### config.mk
export PLATFORM = sky130hd
export DESIGN_NAME = mirc_ctl
export DESIGN_NICKNAME = d
export VERILOG_FILES = /design/src/pkg/mirc_pkg.sv /design/src/pkg/mirc_tick_if.sv /design/src/rtl/mirc_clk_div.sv /design/src/rtl/mirc_irq_qual.sv /design/src/rtl/mirc_ctl.sv
export SDC_FILE = /design/constraint.sdc
export NUM_CORES = 1
export LEC_CHECK = 0
export BUFFER_PORTS_ARGS = -buffer_cell sky130_fd_sc_hd__buf_2
export CAP_MARGIN = 30
export CORE_MARGIN = 2
export CORE_UTILIZATION = 25
export DETAILED_ROUTE_END_ITERATION = 12
export PLACE_DENSITY_LB_ADDON = 0.3
export SYNTH_ARGS = -nofsm -noshare
export SYNTH_HDL_FRONTEND = slang
export SYNTH_SLANG_ARGS = --single-unit
### constraint.sdc
create_clock -name clk_i -period 2.36 [get_ports clk_i]
set_input_delay 0.236 -clock clk_i [delete_from_list [all_inputs] [get_ports clk_i]]
set_output_delay 0.236 -clock clk_i [all_outputs]
set_load 0.01 [all_outputs]
### src/pkg/mirc_pkg.sv
// Package: constants and types of the interrupt, reset and clock control block.
// Assumes a 32-bit classic Wishbone host and a 250 MHz system clock.
`default_nettype none
package mirc_pkg;
	// Register byte offsets
	localparam logic [7:0] OFS_CTRL   = 8'h00;
	localparam logic [7:0] OFS_OPTION = 8'h04;
	localparam logic [7:0] OFS_STATUS = 8'h08;
	localparam logic [7:0] OFS_PC     = 8'h0c;
	localparam logic [7:0] OFS_SLOT   = 8'h10;
	// Control register fields and reset value
	localparam int         CTRL_MODE_LSB = 0;
	localparam int         CTRL_DIV_LSB  = 2;
	localparam int         CTRL_GPIN_BIT = 4;
	localparam int         CTRL_W        = 5;
	localparam logic [4:0] CTRL_RST      = 5'h00;
	// Option flag fields and reset value
	localparam int         OPT_ARM_BIT = 1;
	localparam int         OPT_SEG_BIT = 2;
	localparam logic [3:0] OPT_RST     = 4'h0;
	// Program counter width and fixed addresses
	localparam int          PC_W      = 11;
	localparam logic [10:0] PC_VECTOR = 11'h0ff;
	localparam logic [10:0] PC_RESET  = 11'h000;
	// Counts in instruction cycles, and the return stack depth in entries
	localparam int RST_HOLD_CYC = 3;
	localparam int IRQ_LOW_CYC  = 2;
	localparam int STACK_DEPTH  = 3;
	// Oscillator divide ratios
	localparam logic [5:0] DIV_32 = 6'h20;
	localparam logic [5:0] DIV_16 = 6'h10;
	localparam logic [5:0] DIV_8  = 6'h08;
	localparam logic [5:0] DIV_4  = 6'h04;
	// Pin synchroniser lanes
	localparam int PIN_OSC = 0;
	localparam int PIN_IRQ = 1;
	localparam int PIN_CKO = 2;
	localparam int PIN_RST = 3;
	localparam int PIN_N   = 4;
	typedef enum logic [1:0] {CM_CRYSTAL, CM_EXTERNAL, CM_RC, CM_SYNC} mirc_clk_mode_t;
	typedef enum logic [1:0] {DV_32, DV_16, DV_8, DV_SPARE} mirc_div_t;
endpackage : mirc_pkg
`default_nettype wire

### src/pkg/mirc_tick_if.sv
// Interface: instruction-cycle timing and interrupt request carrier.
// Assumes every member lives in the clk_i domain of the control block.
`timescale 1ns/100ps
`default_nettype none
interface mirc_tick_if;
	logic                     cyc_stb;  // One pulse per instruction cycle
	logic                     osc_lvl;  // Synchronised oscillator input
	logic                     sync_lvl; // Synchronised clock-output pin
	logic                     irq_lvl;  // Synchronised interrupt pin
	logic                     arm;      // Interrupt arm bit
	logic                     irq_take; // Request accepted this cycle
	logic                     irq_req;  // Qualified request pending
	mirc_pkg::mirc_clk_mode_t mode;
	mirc_pkg::mirc_div_t      div_sel;
	modport gen (input osc_lvl, input sync_lvl, input mode, input div_sel, output cyc_stb);
	modport qual (input cyc_stb, input irq_lvl, input arm, input irq_take, output irq_req);
endinterface : mirc_tick_if
`default_nettype wire

### src/rtl/mirc_clk_div.sv
// Instruction-cycle generator: divides the oscillator or follows the sync input.
// Assumes oscillator and sync levels are already synchronised to clk_i and are
// well below half the clk_i rate, otherwise edges are missed.
`timescale 1ns/100ps
`default_nettype none
module mirc_clk_div (
	input  wire logic clk_i,
	input  wire logic rst_i,
	input  wire logic ce_i,
	mirc_tick_if.gen  tk
);
	logic       osc_q;
	logic       sync_q;
	logic       stb;
	logic [5:0] cnt;
	logic [5:0] ratio;
	logic       osc_rise;
	logic       sync_rise;

	assign osc_rise   = tk.osc_lvl && !osc_q;
	assign sync_rise  = tk.sync_lvl && !sync_q;
	assign tk.cyc_stb = stb;

	// Divide ratio per clock mode
	always_comb
	begin
		case (tk.mode)
			mirc_pkg::CM_RC: ratio = mirc_pkg::DIV_4;
			default:
			begin
				case (tk.div_sel)
					mirc_pkg::DV_16: ratio = mirc_pkg::DIV_16;
					mirc_pkg::DV_8:  ratio = mirc_pkg::DIV_8;
					default:         ratio = mirc_pkg::DIV_32;
				endcase
			end
		endcase
	end

	// Edge history, edge count and cycle strobe
	always_ff @(posedge clk_i)
	begin
		if (rst_i)
		begin
			osc_q  <= 1'b0;
			sync_q <= 1'b0;
			cnt    <= 6'h00;
			stb    <= 1'b0;
		end
		else if (ce_i)
		begin
			osc_q  <= tk.osc_lvl;
			sync_q <= tk.sync_lvl;
			if (tk.mode == mirc_pkg::CM_SYNC)
			begin
				cnt <= 6'h00;
				stb <= sync_rise; // Peer's pulse marks each cycle
			end
			else if (osc_rise)
			begin
				// A ratio change mid-cycle lands on the next wrap, never hangs
				cnt <= (cnt >= ratio - 6'h01) ? 6'h00 : cnt + 6'h01;
				stb <= (cnt >= ratio - 6'h01);
			end
			else
			begin
				stb <= 1'b0;
			end
		end
	end

	property p_div_wrap;
		@(posedge clk_i) disable iff (rst_i)
		$rose(stb) && $past(tk.mode) != mirc_pkg::CM_SYNC |-> $past(osc_rise)
			&& $past(cnt) >= $past(ratio) - 6'h01;
	endproperty
	a_div_wrap: assert property (p_div_wrap) else $error("cycle strobe off the divide count");
endmodule : mirc_clk_div
`default_nettype wire

### src/rtl/mirc_irq_qual.sv
// Interrupt pin qualifier: one sample per instruction cycle, sticky request.
// Assumes the pin level is synchronised and the strobe comes from the divider.
`timescale 1ns/100ps
`default_nettype none
module mirc_irq_qual #(
	parameter int LOW_CYC = mirc_pkg::IRQ_LOW_CYC
) (
	input  wire logic clk_i,
	input  wire logic rst_i,
	input  wire logic ce_i,
	mirc_tick_if.qual tk
);
	logic [LOW_CYC:0] hist;
	logic [LOW_CYC:0] next_hist;
	logic             hit;
	logic             pend;

	if (LOW_CYC < 1)
	begin : g_chk
		$error("LOW_CYC must be at least 1");
	end

	assign next_hist  = {hist[LOW_CYC-1:0], tk.irq_lvl};
	// High sample then LOW_CYC low samples; shorter pulses never match
	assign hit        = tk.cyc_stb && tk.arm && (next_hist == {1'b1, {LOW_CYC{1'b0}}});
	assign tk.irq_req = pend;

	// Sample history, advanced once per instruction cycle
	always_ff @(posedge clk_i)
	begin
		if (rst_i)
		begin
			hist <= '0;
		end
		else if (ce_i && tk.cyc_stb)
		begin
			hist <= next_hist;
		end
	end

	// Pending request: a new hit wins over the acceptance clear
	always_ff @(posedge clk_i)
	begin
		if (rst_i)
		begin
			pend <= 1'b0;
		end
		else if (ce_i)
		begin
			if (hit)
			begin
				pend <= 1'b1;
			end
			else if (tk.irq_take || !tk.arm)
			begin
				pend <= 1'b0;
			end
		end
	end

	property p_req_needs_low;
		@(posedge clk_i) disable iff (rst_i)
		$rose(pend) |-> $past(tk.arm) && !$past(tk.irq_lvl) && !$past(hist[0]);
	endproperty
	a_req_needs_low: assert property (p_req_needs_low) else $error("request without low pulse");

	property p_req_needs_arm;
		@(posedge clk_i) disable iff (rst_i)
		!tk.arm |=> !pend;
	endproperty
	a_req_needs_arm: assert property (p_req_needs_arm) else $error("request kept while disarmed");
endmodule : mirc_irq_qual
`default_nettype wire

### src/rtl/mirc_ctl.sv
// Interrupt, reset and clock control for a 4-bit controller core, Wishbone slave.
// Assumes a core that reports each finished instruction and its class, and
// pins that may change at any time relative to clk_i.
//
// Contract
// - Acknowledge pushes next address, stack shifts down
// - Acknowledge jumps to vector, clears arm bit
// - Acknowledge only while arm bit set
// - Request needs falling edge, two-cycle low
// - Acknowledge only after instruction completes
// - Defer through chained transfers or pointer loads
// - Save skip state, restore on next pop
// - Reset pin low three cycles initialises
// - Initialisation clears PC and core registers
// - Initialisation leaves data memory alone
// - Sync output pulses once per cycle; here it stays low until a reset-pin initialisation sets sync_en
// - Crystal or external divides by 32/16/8
// - RC mode divides by four
// - Sync mode takes cycle from clock-output pin
// - Latch read copies clock-output pin level; here only with CTRL_GPIN_BIT set in external or RC mode, else it reads 0
// - Software can switch segment drivers off
// - Interrupt pin active only with arm bit
//
// Local design decisions: the register addresses and the Wishbone interface to the registers.
`timescale 1ns/100ps
`default_nettype none
module mirc_ctl #(
	parameter int STACK_DEPTH = mirc_pkg::STACK_DEPTH,
	parameter int RST_HOLD    = mirc_pkg::RST_HOLD_CYC
) (
	input  wire logic        clk_i,
	input  wire logic        rst_i,
	input  wire logic        ce_i,
	// Wishbone classic slave
	input  wire logic        wb_cyc_i,
	input  wire logic        wb_stb_i,
	input  wire logic        wb_we_i,
	input  wire logic [7:0]  wb_adr_i,
	input  wire logic [3:0]  wb_sel_i,
	input  wire logic [31:0] wb_dat_i,
	output logic      [31:0] wb_dat_o,
	output logic             wb_ack_o,
	// Pins
	input  wire logic        clk_in_pin_i,
	input  wire logic        irq_pin_i,
	input  wire logic        reset_pin_n_i,
	input  wire logic        clk_out_pin_i,
	output logic             clk_out_pin_o,
	output logic             clk_out_pin_oe_o,
	output logic             sync_clk_out_o,
	output logic             seg_oe_o,
	// Core side
	input  wire logic        instr_done_i,
	input  wire logic        done_xfer_i,
	input  wire logic        done_ptr_i,
	input  wire logic        next_xfer_i,
	input  wire logic        next_ptr_i,
	input  wire logic        push_i,
	input  wire logic        pop_i,
	input  wire logic [10:0] target_pc_i,
	input  wire logic        skip_i,
	input  wire logic        flag_load_i,
	input  wire logic [3:0]  flag_data_i,
	input  wire logic        latch_read_i,
	output logic             cyc_stb_o,
	output logic      [10:0] pc_o,
	output logic             irq_ack_o,
	output logic             skip_restore_o,
	output logic             core_clear_o,
	output logic      [3:0]  option_o,
	output logic             acc_bit2_o
);
	localparam int PCW = mirc_pkg::PC_W;
	localparam int CW  = $clog2(RST_HOLD + 1);

	typedef enum logic [1:0] {IS_RUN, IS_LOW, IS_HELD} mirc_init_t;

	logic [mirc_pkg::PIN_N-1:0]      pin_raw;
	logic [mirc_pkg::PIN_N-1:0]      pin_sync;
	logic [mirc_pkg::CTRL_W-1:0]     ctrl;
	logic [3:0]                      opt;
	logic                            sync_en;
	logic [STACK_DEPTH-1:0][PCW:0]   stk;
	logic [PCW-1:0]                  push_pc;
	logic                            push_skip;
	logic                            chain;
	logic                            take;
	logic                            do_push;
	logic                            do_pop;
	logic                            init_hold;
	logic                            gpin_ok;
	logic                            bus_req;
	logic                            wr_ctrl;
	logic                            wr_opt;
	logic [31:0]                     rd_mux;
	logic [CW-1:0]                   low_cnt;
	mirc_init_t                      st;
	mirc_init_t                      next_st;

	mirc_tick_if tk ();

	if (STACK_DEPTH < 2 || STACK_DEPTH > 4)
	begin : g_chk_depth
		$error("STACK_DEPTH must be 2 to 4");
	end
	if (RST_HOLD < 1)
	begin : g_chk_hold
		$error("RST_HOLD must be at least 1");
	end

	assign pin_raw = {reset_pin_n_i, clk_out_pin_i, irq_pin_i, clk_in_pin_i};

	// Two-stage synchronisers; only the second stage is read
	for (genvar g = 0; g < mirc_pkg::PIN_N; g++)
	begin : g_sync
		logic meta;
		logic held;
		always_ff @(posedge clk_i)
		begin
			if (rst_i)
			begin
				meta <= (g == mirc_pkg::PIN_RST) || (g == mirc_pkg::PIN_IRQ);
				held <= (g == mirc_pkg::PIN_RST) || (g == mirc_pkg::PIN_IRQ);
			end
			else if (ce_i)
			begin
				meta <= pin_raw[g];
				held <= meta;
			end
		end
		assign pin_sync[g] = held;
	end

	// Timing and interrupt qualifier hookup
	assign tk.osc_lvl  = pin_sync[mirc_pkg::PIN_OSC];
	assign tk.sync_lvl = pin_sync[mirc_pkg::PIN_CKO]; // Pin is an input here
	assign tk.irq_lvl  = pin_sync[mirc_pkg::PIN_IRQ];
	assign tk.arm      = opt[mirc_pkg::OPT_ARM_BIT];
	assign tk.irq_take = take;
	assign tk.mode     = mirc_pkg::mirc_clk_mode_t'(ctrl[mirc_pkg::CTRL_MODE_LSB +: 2]);
	assign tk.div_sel  = mirc_pkg::mirc_div_t'(ctrl[mirc_pkg::CTRL_DIV_LSB +: 2]);
	assign cyc_stb_o   = tk.cyc_stb;

	mirc_clk_div u_div (
		.clk_i (clk_i),
		.rst_i (rst_i),
		.ce_i  (ce_i),
		.tk    (tk)
	);

	mirc_irq_qual u_irq (
		.clk_i (clk_i),
		.rst_i (rst_i),
		.ce_i  (ce_i),
		.tk    (tk)
	);

	// Reset pin sequencing: initialise only after a long enough low
	always_comb
	begin
		next_st = st;
		case (st)
			IS_RUN:
			begin
				if (!pin_sync[mirc_pkg::PIN_RST])
				begin
					next_st = IS_LOW;
				end
			end
			IS_LOW:
			begin
				if (pin_sync[mirc_pkg::PIN_RST])
				begin
					next_st = IS_RUN;
				end
				else if (tk.cyc_stb && low_cnt == CW'(RST_HOLD - 1))
				begin
					next_st = IS_HELD;
				end
			end
			IS_HELD:
			begin
				if (pin_sync[mirc_pkg::PIN_RST])
				begin
					next_st = IS_RUN;
				end
			end
			default: next_st = IS_RUN;
		endcase
	end

	// State and low-time counter
	always_ff @(posedge clk_i)
	begin
		if (rst_i)
		begin
			st      <= IS_RUN;
			low_cnt <= '0;
		end
		else if (ce_i)
		begin
			st <= next_st;
			if (st != IS_LOW)
			begin
				low_cnt <= '0;
			end
			else if (tk.cyc_stb)
			begin
				low_cnt <= low_cnt + CW'(1);
			end
		end
	end

	assign init_hold    = (st == IS_HELD);
	// Core clears its accumulator, pointer, carry and ports; memory is untouched
	assign core_clear_o = init_hold;

	// Acknowledge gating; stack instructions finish before a push can follow
	assign chain   = (done_xfer_i && next_xfer_i) || (done_ptr_i && next_ptr_i);
	assign take    = ce_i && instr_done_i && tk.irq_req && opt[mirc_pkg::OPT_ARM_BIT]
		&& !chain && !push_i && !pop_i && !init_hold;
	assign do_push = ce_i && instr_done_i && !init_hold && (take || push_i);
	assign do_pop  = ce_i && instr_done_i && !init_hold && pop_i && !take;
	// Interrupt pushes the address the finished instruction leads to
	assign push_pc   = take ? target_pc_i : pc_o + 11'h001;
	assign push_skip = take && skip_i;

	// Return stack: first slot on top, oldest entry falls off the bottom
	always_ff @(posedge clk_i)
	begin
		if (rst_i)
		begin
			stk <= '0;
		end
		else if (do_push)
		begin
			stk <= {stk[STACK_DEPTH-2:0], {push_skip, push_pc}};
		end
		else if (do_pop)
		begin
			stk <= {stk[STACK_DEPTH-1], stk[STACK_DEPTH-1:1]};
		end
	end

	// Program counter and one-cycle event outputs
	always_ff @(posedge clk_i)
	begin
		if (rst_i)
		begin
			pc_o           <= mirc_pkg::PC_RESET;
			irq_ack_o      <= 1'b0;
			skip_restore_o <= 1'b0;
		end
		else if (ce_i)
		begin
			irq_ack_o      <= take;
			// Vector's idle instruction absorbs the skip still live in the core
			skip_restore_o <= do_pop && stk[0][PCW];
			if (init_hold)
			begin
				pc_o <= mirc_pkg::PC_RESET;
			end
			else if (take)
			begin
				pc_o <= mirc_pkg::PC_VECTOR;
			end
			else if (do_pop)
			begin
				pc_o <= stk[0][PCW-1:0];
			end
			else if (instr_done_i)
			begin
				pc_o <= target_pc_i;
			end
		end
	end

	// Option flags: a flag load wins over the acknowledge clear
	always_ff @(posedge clk_i)
	begin
		if (rst_i)
		begin
			opt <= mirc_pkg::OPT_RST;
		end
		else if (ce_i)
		begin
			if (init_hold)
			begin
				opt <= mirc_pkg::OPT_RST;
			end
			else if (flag_load_i)
			begin
				opt <= flag_data_i;
			end
			else if (wr_opt)
			begin
				opt <= wb_dat_i[3:0];
			end
			else if (take)
			begin
				opt[mirc_pkg::OPT_ARM_BIT] <= 1'b0;
			end
		end
	end

	assign option_o = opt;
	assign seg_oe_o = opt[mirc_pkg::OPT_SEG_BIT]; // Low leaves segment pins floating
	assign gpin_ok  = ctrl[mirc_pkg::CTRL_GPIN_BIT]
		&& (tk.mode == mirc_pkg::CM_EXTERNAL || tk.mode == mirc_pkg::CM_RC);

	// Pin-facing outputs
	always_ff @(posedge clk_i)
	begin
		if (rst_i)
		begin
			sync_en          <= 1'b0;
			sync_clk_out_o   <= 1'b0;
			clk_out_pin_o    <= 1'b0;
			clk_out_pin_oe_o <= 1'b0;
			acc_bit2_o       <= 1'b0;
		end
		else if (ce_i)
		begin
			if (init_hold)
			begin
				sync_en <= 1'b1;
			end
			sync_clk_out_o   <= tk.cyc_stb && sync_en;
			// Crystal feedback only in crystal mode; other modes leave the pin to others
			clk_out_pin_oe_o <= (tk.mode == mirc_pkg::CM_CRYSTAL);
			clk_out_pin_o    <= (tk.mode == mirc_pkg::CM_CRYSTAL) && !tk.osc_lvl;
			if (latch_read_i)
			begin
				acc_bit2_o <= gpin_ok && pin_sync[mirc_pkg::PIN_CKO];
			end
		end
	end

	// Wishbone: answer one cycle after the request, drop ack the next cycle
	assign bus_req = wb_cyc_i && wb_stb_i;
	assign wr_ctrl = wb_ack_o && bus_req && wb_we_i && wb_sel_i[0] && wb_adr_i == mirc_pkg::OFS_CTRL;
	assign wr_opt  = wb_ack_o && bus_req && wb_we_i && wb_sel_i[0] && wb_adr_i == mirc_pkg::OFS_OPTION;

	// Read mux; unmapped addresses read as zero and still acknowledge
	always_comb
	begin
		rd_mux = 32'h0000_0000;
		case (wb_adr_i)
			mirc_pkg::OFS_CTRL:   rd_mux = 32'(ctrl);
			mirc_pkg::OFS_OPTION: rd_mux = 32'(opt);
			mirc_pkg::OFS_STATUS: rd_mux = 32'({stk[0][PCW], sync_en, init_hold, tk.irq_req});
			mirc_pkg::OFS_PC:     rd_mux = 32'(pc_o);
			default:
			begin
				if (wb_adr_i[7:4] == mirc_pkg::OFS_SLOT[7:4] && wb_adr_i[1:0] == 2'h0
					&& 32'(wb_adr_i[3:2]) < STACK_DEPTH)
				begin
					rd_mux = 32'(stk[wb_adr_i[3:2]]);
				end
			end
		endcase
	end

	// Bus answer and control register
	always_ff @(posedge clk_i)
	begin
		if (rst_i)
		begin
			wb_ack_o <= 1'b0;
			wb_dat_o <= 32'h0000_0000;
			ctrl     <= mirc_pkg::CTRL_RST;
		end
		else if (ce_i)
		begin
			wb_ack_o <= bus_req && !wb_ack_o;
			if (bus_req && !wb_ack_o)
			begin
				wb_dat_o <= rd_mux;
			end
			if (wr_ctrl)
			begin
				ctrl <= wb_dat_i[mirc_pkg::CTRL_W-1:0];
			end
		end
	end

	property p_ack_vector;
		@(posedge clk_i) disable iff (rst_i)
		irq_ack_o |-> pc_o == mirc_pkg::PC_VECTOR && $past(instr_done_i);
	endproperty
	a_ack_vector: assert property (p_ack_vector) else $error("acknowledge without vector jump");

	property p_ack_disarms;
		@(posedge clk_i) disable iff (rst_i)
		irq_ack_o && !$past(flag_load_i) && !$past(wr_opt)
			|-> $past(opt[mirc_pkg::OPT_ARM_BIT]) && !opt[mirc_pkg::OPT_ARM_BIT];
	endproperty
	a_ack_disarms: assert property (p_ack_disarms) else $error("arm bit wrong around acknowledge");

	property p_ack_push;
		@(posedge clk_i) disable iff (rst_i)
		take |=> stk[0] == {$past(skip_i), $past(target_pc_i)} && stk[1] == $past(stk[0]);
	endproperty
	a_ack_push: assert property (p_ack_push) else $error("stack push wrong on acknowledge");

	property p_chain_defers;
		@(posedge clk_i) disable iff (rst_i)
		instr_done_i && chain |=> !irq_ack_o;
	endproperty
	a_chain_defers: assert property (p_chain_defers) else $error("acknowledge inside a chain");

	property p_pop_restore;
		@(posedge clk_i) disable iff (rst_i)
		do_pop |=> skip_restore_o == $past(stk[0][PCW]) && pc_o == $past(stk[0][PCW-1:0]);
	endproperty
	a_pop_restore: assert property (p_pop_restore) else $error("pop lost saved skip");

	property p_init_clear;
		@(posedge clk_i) disable iff (rst_i)
		init_hold && ce_i |=> pc_o == mirc_pkg::PC_RESET && opt == mirc_pkg::OPT_RST;
	endproperty
	a_init_clear: assert property (p_init_clear) else $error("initialisation left state");

	property p_init_low;
		@(posedge clk_i) disable iff (rst_i)
		$rose(core_clear_o) |-> !$past(pin_sync[mirc_pkg::PIN_RST])
			&& $past(low_cnt) == CW'(RST_HOLD - 1) && $past(tk.cyc_stb);
	endproperty
	a_init_low: assert property (p_init_low) else $error("initialised on short reset");

	property p_sync_pulse;
		@(posedge clk_i) disable iff (rst_i)
		sync_clk_out_o |-> $past(tk.cyc_stb) && !$past(sync_clk_out_o);
	endproperty
	a_sync_pulse: assert property (p_sync_pulse) else $error("sync pulse not per cycle");
endmodule : mirc_ctl
`default_nettype wire

## Word level (Yosys, flattened, before mapping)

Index checks and enable logic that the tools add are counted.

- Input bits: 79
- Output and inout bits: 57
- Bits in registers: 120
- Word-level logic and storage cells: 159

- Reductions and logical operators: 70
- $add $sub $neg: 4
- Equality and inequality tests: 17
- Mux-type cells: 33
- $lt $le $gt $ge: 3

Operator list:

| kind | count |
|---|---|
| 2-to-1 mux 11 bit | 5 |
| case mux 12 bit (4 select lines) | 1 |
| 2-to-1 mux 36 bit | 1 |
| logical AND 1 bit | 34 |
| binary-select mux 12 bit (select 2 bit) | 1 |
| 2-to-1 mux 12 bit | 2 |
| 2-to-1 mux 24 bit | 1 |
| 2-to-1 mux 6 bit | 4 |
| AND reduction 2 bit | 10 |
| equality test 8 x 4 -> 1 bit, second input constant | 2 |
| 2-to-1 mux 2 bit | 7 |
| case mux 6 bit (2 select lines) | 1 |
| adder 11 x 1 -> 11 bit, second input constant | 1 |
| equality test 2 bit, second input constant | 5 |
| zero test 1 bit | 10 |
| equality test 8 x 3 -> 1 bit, second input constant | 1 |
| zero test 8 bit | 1 |
| 2-to-1 mux 4 bit | 2 |
| nonzero test 2 bit | 4 |
| nonzero test 4 bit | 2 |
| 2-to-1 mux 1 bit | 7 |
| adder 6 x 1 -> 6 bit, second input constant | 1 |
| equality test 2 x 1 -> 1 bit, second input constant | 3 |
| greater-or-equal comparator 6 bit | 1 |
| 14 further kinds | 20 |

## Logic depth before layout (Yosys ltp)

Gate-level depths: netlist of run 1.

- Depth in word-level cells: 12
- Mapped depth: 10
- Mapped depth without buffers: 10

## By module

Synthesis of run 1 repeated with hierarchy kept, for this count alone.

- Cells, all modules: 640
- Area, all modules: 5501.5 sq um

Modules (own cells, without submodules):

| module | instances | seq. area each (sq um) | area an instance (sq um) | cells an instance |
|---|---|---|---|---|
| mirc_ctl | 1 | 1761.7 | 4720.8 | 553 |
| mirc_clk_div | 1 | 180.2 | 645.6 | 71 |
| mirc_irq_qual | 1 | 60.1 | 135.1 | 16 |

## Worst setup path before layout of run 1

No wires, ideal clock.

- Kind: flip-flop to flip-flop
- From: register ctrl[2] in the netlist's numbering
- To: register u_div.cnt[1]
- Stages on the path, launching flop included: 11
- Library setup time: 0.128 ns
- Arrival: 2.173 ns
- Buffers on the path: 0
- Slack: 0.060 ns
- Required time: 2.232 ns
- Period minus slack after synthesis: 2.300 ns
- Cells stage by stage: dfxtp_1 > inv_1 > ha_1 > or3_1 > a21o_1 > ha_1 > nand3_1 > o21ai_0 > nor2_1 > a22oi_1 > nor2_1

- Cells in the longest elaborated chain, start to end: 8
- Elaborated cells on any way between the ends: 9
- Those cells by class: 1 x add/sub; 1 x order compare; 2 x eq/ne; 5 x mux

RTL lines:

| item | RTL line | text |
|---|---|---|
| from (decl) | mirc_ctl.sv:80 | `logic [mirc_pkg::CTRL_W-1:0] ctrl;` |
| from (signal assigned) | mirc_ctl.sv:371 | `ctrl <= mirc_pkg::CTRL_RST;` |
| from (signal assigned) | mirc_ctl.sv:382 | `ctrl <= wb_dat_i[mirc_pkg::CTRL_W-1:0];` |
| equality test 2 bit or equality test 2 x 1 -> 1 bit (tied branches) | mirc_clk_div.sv:31 | `case (tk.div_sel)` |
| case mux 6 bit (2 select lines) (*) | mirc_clk_div.sv:31 |  |
| 2-to-1 mux 6 bit (*) | mirc_clk_div.sv:27 | `case (tk.mode)` |
| subtractor 6 x 1 -> 6 bit (*) | mirc_clk_div.sv:62 | `cnt <= (cnt >= ratio - 6'h01) ? 6'h00 : cnt + 6'h01;` |
| greater-or-equal comparator 6 bit (*) | mirc_clk_div.sv:62 |  |
| 2-to-1 mux 6 bit (*) | mirc_clk_div.sv:62 |  |
| 2-to-1 mux 6 bit (*) | mirc_clk_div.sv:59 | `else if (osc_rise)` |
| 2-to-1 mux 6 bit (*) | mirc_clk_div.sv:54 | `if (tk.mode == mirc_pkg::CM_SYNC)` |
| to (signal assigned) | mirc_clk_div.sv:62 |  |
| to (decl) | mirc_clk_div.sv:15 | `logic [5:0] cnt;` |

Mark *: on every way between the ends. The rest lies on a longest branch, timed or not. The select of a mux whose other input is x is not followed.
A chain may end at the register's enable or synchronous reset.

## Worst setup path in the final report of run 1

Same ends and word-level chain as after synthesis.

==> metrics.cfg, run 1 <==
[global_routing]
grt_first_pass_wirelength_um = 25800
grt_pass1_vias = 4576
grt_overflow = 0
antenna_found_initial = 3
track_usage_pct = 14.6
grt_max_degree = 47

[route]
wl_per_cell_um = 15.9
avgViaCountPerCell = 4.78
vias = 4932
routed_wl_um = 16400
drcViolationCount = 0
antenna_left = 0
drt_iter0_markers = 300
first_pass_iters = 5

[synthesis]
synth_edf_count = 0
ys_seq_elements = 100
synth_area_mm2 = 0.00545
yosysWarnings = 0
yosysUniqueCellTypes = 55
seq_area_frac_synth_pct = 36.7
syn_inst = 654
async_flop_share_pct = 0
yosysTopAreaCell = dfxtp_1
synth_top_area_share_pct = 36.7
synth.avg_cell_area_um2 = 8.34
synth_area_leaders = dfxtp_1 (37%), mux2i_1 (9.2%), nand2_1 (6.3%)
ys.flop_type = dfxtp_1

[worst_setup_path]
critical_path.cell_chain = buf_4 -> ha_1 -> or3_1 -> a21o_1 -> ha_4 -> nand3_2 -> o21ai_2 -> buf_4 -> nor2_2 -> a22oi_1 -> nor2_1
worstReg2RegEnd = u_div.cnt[1]
slowest_delay_ns = 0.35
crit_path_start_kind = flip-flop
rrSetupSlack_ns = 0.12
worstSetupEndpointType = flip-flop
cp.arrival_ns = 2.49
cp_max_fo = 4
cpMostUsedCell = buf_4
rr_startpoint = ctrl[2]
crit_slowest_cell = or3_1
criticalPathCategory = reg -> reg
cp.required_ns = 2.60
r2r_cells = 11

[floorplanning]
core-area_mm2 = 0.0216
die_h_um = 152
rows = 54
die_w_um = 152
dieArea_mm2 = 0.0230
pin_count = 136
initial_utilization_pct = 25.2

[hold_path]
holdPathStages = 2
worstHoldEndpoint = g_sync[1].meta
hold_path_startpoint = irq_pin_i
hold_path_class = in -> reg

[clock_network]
cts_buffer_depth = 2
postCtsSetupBuffers = 0
clkLatencyLatePin_ns = 0.35
h-tree-depth = 3
cts_tree = done
clkTransAtPathRegs_ns = 0.07
clkSinkCount = 100
numCtsBuffers = 9
hold_buffers = 0
root_buffer = clkbuf_16

[timing]
fin_hold_ws_ns = 0.0917
finalHoldViolations = 0
fin_crit_sh_pct = 95.1
clock_skew_ns = 0.00771
setup_tns_ns = 0
max_freq_mhz = 445
setup_viol_count_final = 0
drv_slew = 0
slew_headroom_pct = 64.9
worstMarginPinSlew_ns = 0.527
period_needed_ns = 2.24

[power]
total_power_mw = 3.79
power_density_mw_per_mm2 = 570
leakage_nw = 2.75
ir_drop_uv = 257

[placed_design]
numPortBuffers = 85
post-dp-hpwl_um = 12100
finalWeightedCongestion = 0.819

[final_layout]
nets = 837
post_route_cells_drive_above_1_share_pct = 24.1
layout_commonest_cell = dfxtp_1
most-common-layout-cells = dfxtp_1 (99), nand2_1 (90), buf_2 (84)
area_growth_pct = 22.0
seq_area_mm2 = 0.00200
multi_input_area_mm2 = 0.00321
fill_cells = 2346

[outcome]
status = complete, no violations

[run]
drv_cap = 0

## Yosys cell counts, types with 5 or more instances
| cell | n |
|---|---|
| a31oi_1 | 11 |
| nand2b_1 | 6 |
| ha_1 | 12 |
| nand3_1 | 20 |
| nand2_1 | 91 |
| nor2b_1 | 14 |
| a21oi_1 | 53 |
| a211oi_1 | 14 |
| o31ai_1 | 5 |
| o21ai_0 | 31 |
| inv_1 | 6 |
| buf_4 | 23 |
| nor3_1 | 11 |
| nand4_1 | 6 |
| mux2i_1 | 50 |
| a22oi_1 | 8 |
| dfxtp_1 | 100 |
| nor2_1 | 61 |
| buf_2 | 9 |
| a211o_1 | 5 |
| xnor2_1 | 7 |
| mux2_2 | 14 |
| clkbuf_1 | 25 |
| buf_1 | 6 |
## per-stage QoR
stage / cell area (µm²) / worst slack, ns / instances / utilization [%]
2_1_floorplan: 5520 / 0.0599 / 673 / -
3_3_place_gp: 6280 / -0.0170 / 1015 / 29.1
3_5_place_dp: 6280 / -0.0366 / 1015 / 29.1
4_1_cts: 6610 / 0.00388 / 1031 / 30.6
5_1_grt: 6650 / -0.0110 / 1031 / 30.7
6_report: 6650 / 0.115 / 1032 / 30.8
## layer usage
layer	global-route usage [%]	wire length, µm
met2	21.0	6670
met1	21.0	8160
met5	0	24
met3	3.56	1250
met4	5.23	323
## registers in the layout (all words and copies together) (netlist names), 2 cells and up
| signal | count |
|---|---|
| stk | 36 |
| g_sync.meta | 4 |
| g_sync.held | 4 |
| option_o | 4 |
| ctrl | 5 |
| low_cnt | 2 |
| pc_o | 11 |
| u_irq.hist | 2 |
| st | 2 |
| u_div.cnt | 6 |
| wb_dat_o | 12 |
## worst max path at each step
stage	from	endpoint	slack [ns]	cells after the start
after floorplan	ctrl[2]	u_div.cnt[1]	0.06	10
after global routing	ctrl[2]	u_div.cnt[4]	-0.01	11
after global placement	ctrl[2]	u_div.cnt[2]	-0.02	11
final	ctrl[2]	u_div.cnt[1]	0.12	11
after CTS	ctrl[2]	u_div.cnt[2]	0.004	11
after detailed placement	ctrl[2]	u_div.cnt[2]	-0.04	11
## cells by family (layout without fill, tap and decap cells)
| kind of cell | Yosys count | after routing | share of synthesized area, % |
|---|---|---|---|
| buffers and inverters | 71 | 149 | 6.68 |
| other | 1 | 21 | 0.0688 |
| adder cells (fa/ha/maj) | 12 | 12 | 2.75 |
| AND/OR/NAND/NOR | 242 | 242 | 21.1 |
| flip-flops | 100 | 100 | 36.7 |
| AO/OA/AOI/OAI | 149 | 149 | 17.1 |
| XOR/XNOR | 11 | 11 | 1.77 |
| multiplexers | 68 | 68 | 13.7 |
## what timing repair did
| item | CTS | global route |
|---|---|---|
| pin swaps | 0 | 4 |
| endpoints found under the setup margin | 5 | 7 |
| cloned | 0 | 0 |
| gates resized for setup | 4 | 8 |
## cell type report
class / count / area share [%]
antenna: 1 / 0.0376
sequential: 100 / 30.1
timing repair buffer: 125 / 11.1
clock inverter: 5 / 0.903
multi-input combinational: 502 / 48.3
inverter: 8 / 0.452
clock buffer: 11 / 3.80
tap: 280 / 5.27
## critical path, delay by kind of cell (launching register included)
kind / cells / cell delay [ns]
adders and majority gates: 2 / 0.48
DFF: 1 / 0.33
and+or+nand+nor: 4 / 0.55
AOI/OAI and AO/OA: 3 / 0.49
buffers and inverters: 2 / 0.29
## report_power, final
part	switching [mW]	internal, mW
registers	0.0615	1.74
logic	0.247	0.181
clock network	0.683	0.883
total	0.992	2.80
Power figures use the tool's default switching activity.
==> run 2, diff against run 1 <==
--- a/config.mk
+++ b/config.mk
@@ -7,10 +7,10 @@
 export LEC_CHECK = 0
 export BUFFER_PORTS_ARGS = -buffer_cell sky130_fd_sc_hd__buf_2
 export CAP_MARGIN = 30
-export CORE_MARGIN = 2
 export CORE_UTILIZATION = 25
 export DETAILED_ROUTE_END_ITERATION = 12
 export PLACE_DENSITY_LB_ADDON = 0.3
 export SYNTH_ARGS = -nofsm -noshare
 export SYNTH_HDL_FRONTEND = slang
+export SYNTH_HIERARCHICAL = 1
 export SYNTH_SLANG_ARGS = --single-unit
==> run 2 against run 1 <==
Compared with the run above:
- non-clock buffer count down 21
- global-route usage down 0.29 points
- maximum frequency up 3.5%
- sequential share of layout area up 0.80 points
- sequential power about the same
- critical endpoint is now u_div/tk.cyc_stb
- combinational power down 2%
- critical path type unchanged
- critical path depth down 1
==> metrics.cfg, run 2 <==
[outcome]
status = complete, no violations

[clock_network]
clkSinkCount = 100  ; unchanged
clkTransAtPathRegs_ns = 0.07  ; about the same
postCtsSetupBuffers = 0  ; unchanged
cts_tree = done
h-tree-depth = 3  ; unchanged
cts_buffer_depth = 2  ; unchanged
numCtsBuffers = 9  ; unchanged
clkLatencyLatePin_ns = 0.35  ; about the same
hold_buffers = 0  ; unchanged
root_buffer = clkbuf_16

[floorplanning]
initial_utilization_pct = 25.8  ; +0.63 points
core-area_mm2 = 0.0213  ; -1.5%
dieArea_mm2 = 0.0226  ; -1.7%
die_h_um = 150  ; -0.87%
die_w_um = 150  ; -0.87%
rows = 53  ; -1.9%
pin_count = 136  ; unchanged

[final_layout]
post_route_cells_drive_above_1_share_pct = 23.4  ; -0.74 points
top_register = stk
antenna_cells = 0  ; -1
reg.largest.list = stk x36, wb_dat_o x12, pc_o x11
most-common-layout-cells = dfxtp_1 (100), nand2_1 (92), buf_2 (84)
largest_reg_flops = 36  ; unchanged
nets = 803  ; -4.1%
area_growth_pct = 17.7
layout_commonest_cell = dfxtp_1

[placed_design]
finalWeightedCongestion = 0.757  ; -7.6%
numPortBuffers = 85  ; unchanged
post-dp-hpwl_um = 11700  ; -3.2%
pre_cts_ws_ns = 0.193  ; +0.230 ns

[timing]
worst_slack_ns = 0.192  ; +0.0768 ns
max_freq_mhz = 461  ; +3.5%
fin_hold_ws_ns = 0.0958  ; +0.00410 ns
period_needed_ns = 2.17  ; -0.0768 ns
fin_crit_sh_pct = 91.9  ; -3.3 points
setup_viol_count_final = 0  ; unchanged
clock_skew_ns = 0.0113  ; +0.00364 ns
setup_tns_ns = 0  ; unchanged
finalHoldViolations = 0  ; unchanged
rsz0062_at_grt = no
drv_slew = 0  ; unchanged

[synthesis]
yosys-top-cells-count = dfxtp_1 (100), nand2_1 (92), nor2_1 (75)
syn_inst = 640  ; -2.1%
yosysMostFrequentCell = dfxtp_1
ys.flop_type = dfxtp_1
synth_area_mm2 = 0.00550  ; +0.92%
seq_area_frac_synth_pct = 36.4  ; -0.33 points
synth_top_area_share_pct = 36.4  ; -0.33 points
async_flop_share_pct = 0  ; unchanged
synth_edf_count = 0  ; unchanged
yosysUniqueCellTypes = 75  ; +36%
synth_area_leaders = dfxtp_1 (36%), mux2i_1 (6.7%), nand2_1 (6.3%)
synth.avg_cell_area_um2 = 8.60  ; +3.1%
yosysWarnings = 6  ; +6
ys_seq_elements = 100  ; unchanged
yosysTopAreaCell = dfxtp_1

[route]
drcViolationCount = 0  ; unchanged
antenna_left = 0  ; unchanged
drt_iter0_markers = 380  ; +27%
routed_wl_um = 15600  ; -5.0%
avgViaCountPerCell = 4.70  ; -1.6%
vias = 4673  ; -5.3%
wl_per_cell_um = 15.7  ; -1.4%
first_pass_iters = 5  ; unchanged

[worst_setup_path]
cp_num_buf_inv = 1  ; -1
crit_slowest_cell = dfxtp_1
cp_top_family = simple AND/OR/NAND/NOR gates
cp.arrival_ns = 2.44  ; -0.05 ns
slowest_delay_ns = 0.38  ; +0.03 ns
crit_path_start_kind = flip-flop
worstSetupEndpointType = flip-flop
cp.required_ns = 2.64  ; +0.04 ns
cpMostUsedCell = ha_1
criticalPathCategory = reg -> reg
cp_max_fo = 4  ; unchanged
critical_path.cell_chain = inv_1 -> ha_1 -> nor2_1 -> xor2_1 -> nand2_1 -> ha_1 -> nand3_1 -> or2_1 -> a21o_1 -> a31oi_1

[global_routing]
track_usage_pct = 14.3  ; -0.29 points
grt_pass1_vias = 4436  ; -3.1%
grt_max_degree = 40  ; -15%
antenna_found_initial = 0  ; -3
grt_first_pass_wirelength_um = 24900  ; -3.5%
grt_overflow = 0  ; unchanged

[power]
power_density_mw_per_mm2 = 607  ; +6.5%
leakage_nw = 2.58  ; -6.3%
total_power_mw = 3.93  ; +3.6%
ir_drop_uv = 351  ; +37%

[run]
drv_cap = 0  ; unchanged

[hold_path]
hold_path_class = in -> reg

run 2: changes by cell type after synthesis, moves of 7 or more:
cell	before	now
o22ai_1	1	8
a311oi_2	1	9
mux2i_1	50	37
a21oi_1	53	40
nor2_1	61	75
o21ai_0	31	20
inv_1	6	14
nor2b_1	14	7
a211oi_1	14	2
run 2: final timing paths:
kind,slack (ns),startpoint,depth (start not counted),endpoint
hold / removal,0.1,reset_pin_n_i,2,g_sync[3].meta
setup reg to reg,0.19,ctrl[2],10,u_div/tk.cyc_stb
setup / recovery,0.19,ctrl[2],10,u_div/tk.cyc_stb
hold reg to reg,0.45,wb_dat_o[0],2,wb_dat_o[0]
run 2: timing repair:
action                                  CTS  global route
hold endpoints to repair                  0             0
endpoints found under the setup margin    0             2
resized for setup                         0             1
run 2: routing by layer:
layer	global-route usage, %	vias to the layer above	routed length [µm]
li1	-	2395	-
met4	3.74	0	128
met5	0	-	0
met2	21.4	91	6890
met3	3.39	7	796
met1	20.2	2180	7790
run 2: where the power goes:
group | switching [mW] | internal, mW
sequential | 0.0612 | 1.74
clock | 0.676 | 1.04
combinational | 0.250 | 0.168
run 2: final cells by class:
type / instances / area, µm²
clock inverter: 6 / 111
timing repair buffer: 104 / 583
clock buffer: 10 / 229
sequential: 100 / 2000
fill: 2226 / 14800
tap: 275 / 344
inverter: 16 / 60.1
multi-input combinational: 483 / 3140
run 2: logic make-up (layout without fill, tap and decap cells):
| logic type | count (synthesis) | count (layout) | synth area share, % |
|---|---|---|---|
| XOR/XNOR | 13 | 13 | 2.07 |
| buffers and inverters | 76 | 136 | 7.91 |
| AO/OA/AOI/OAI | 145 | 145 | 19.5 |
| other | 1 | 20 | 0.0682 |
| AND/OR/NAND/NOR | 245 | 245 | 21.6 |
| multiplexers | 50 | 50 | 10.2 |
| adder cells (fa/ha/maj) | 10 | 10 | 2.27 |
| flip-flops | 100 | 100 | 36.4 |
run 2: per-stage QoR:
step	util, %	area (µm²)	cells
global route	30.4	6470	994
global placement	28.8	6120	978
CTS	30.4	6460	994
floorplan	-	5570	659
detailed placement	28.8	6120	978
finish	30.4	6470	994
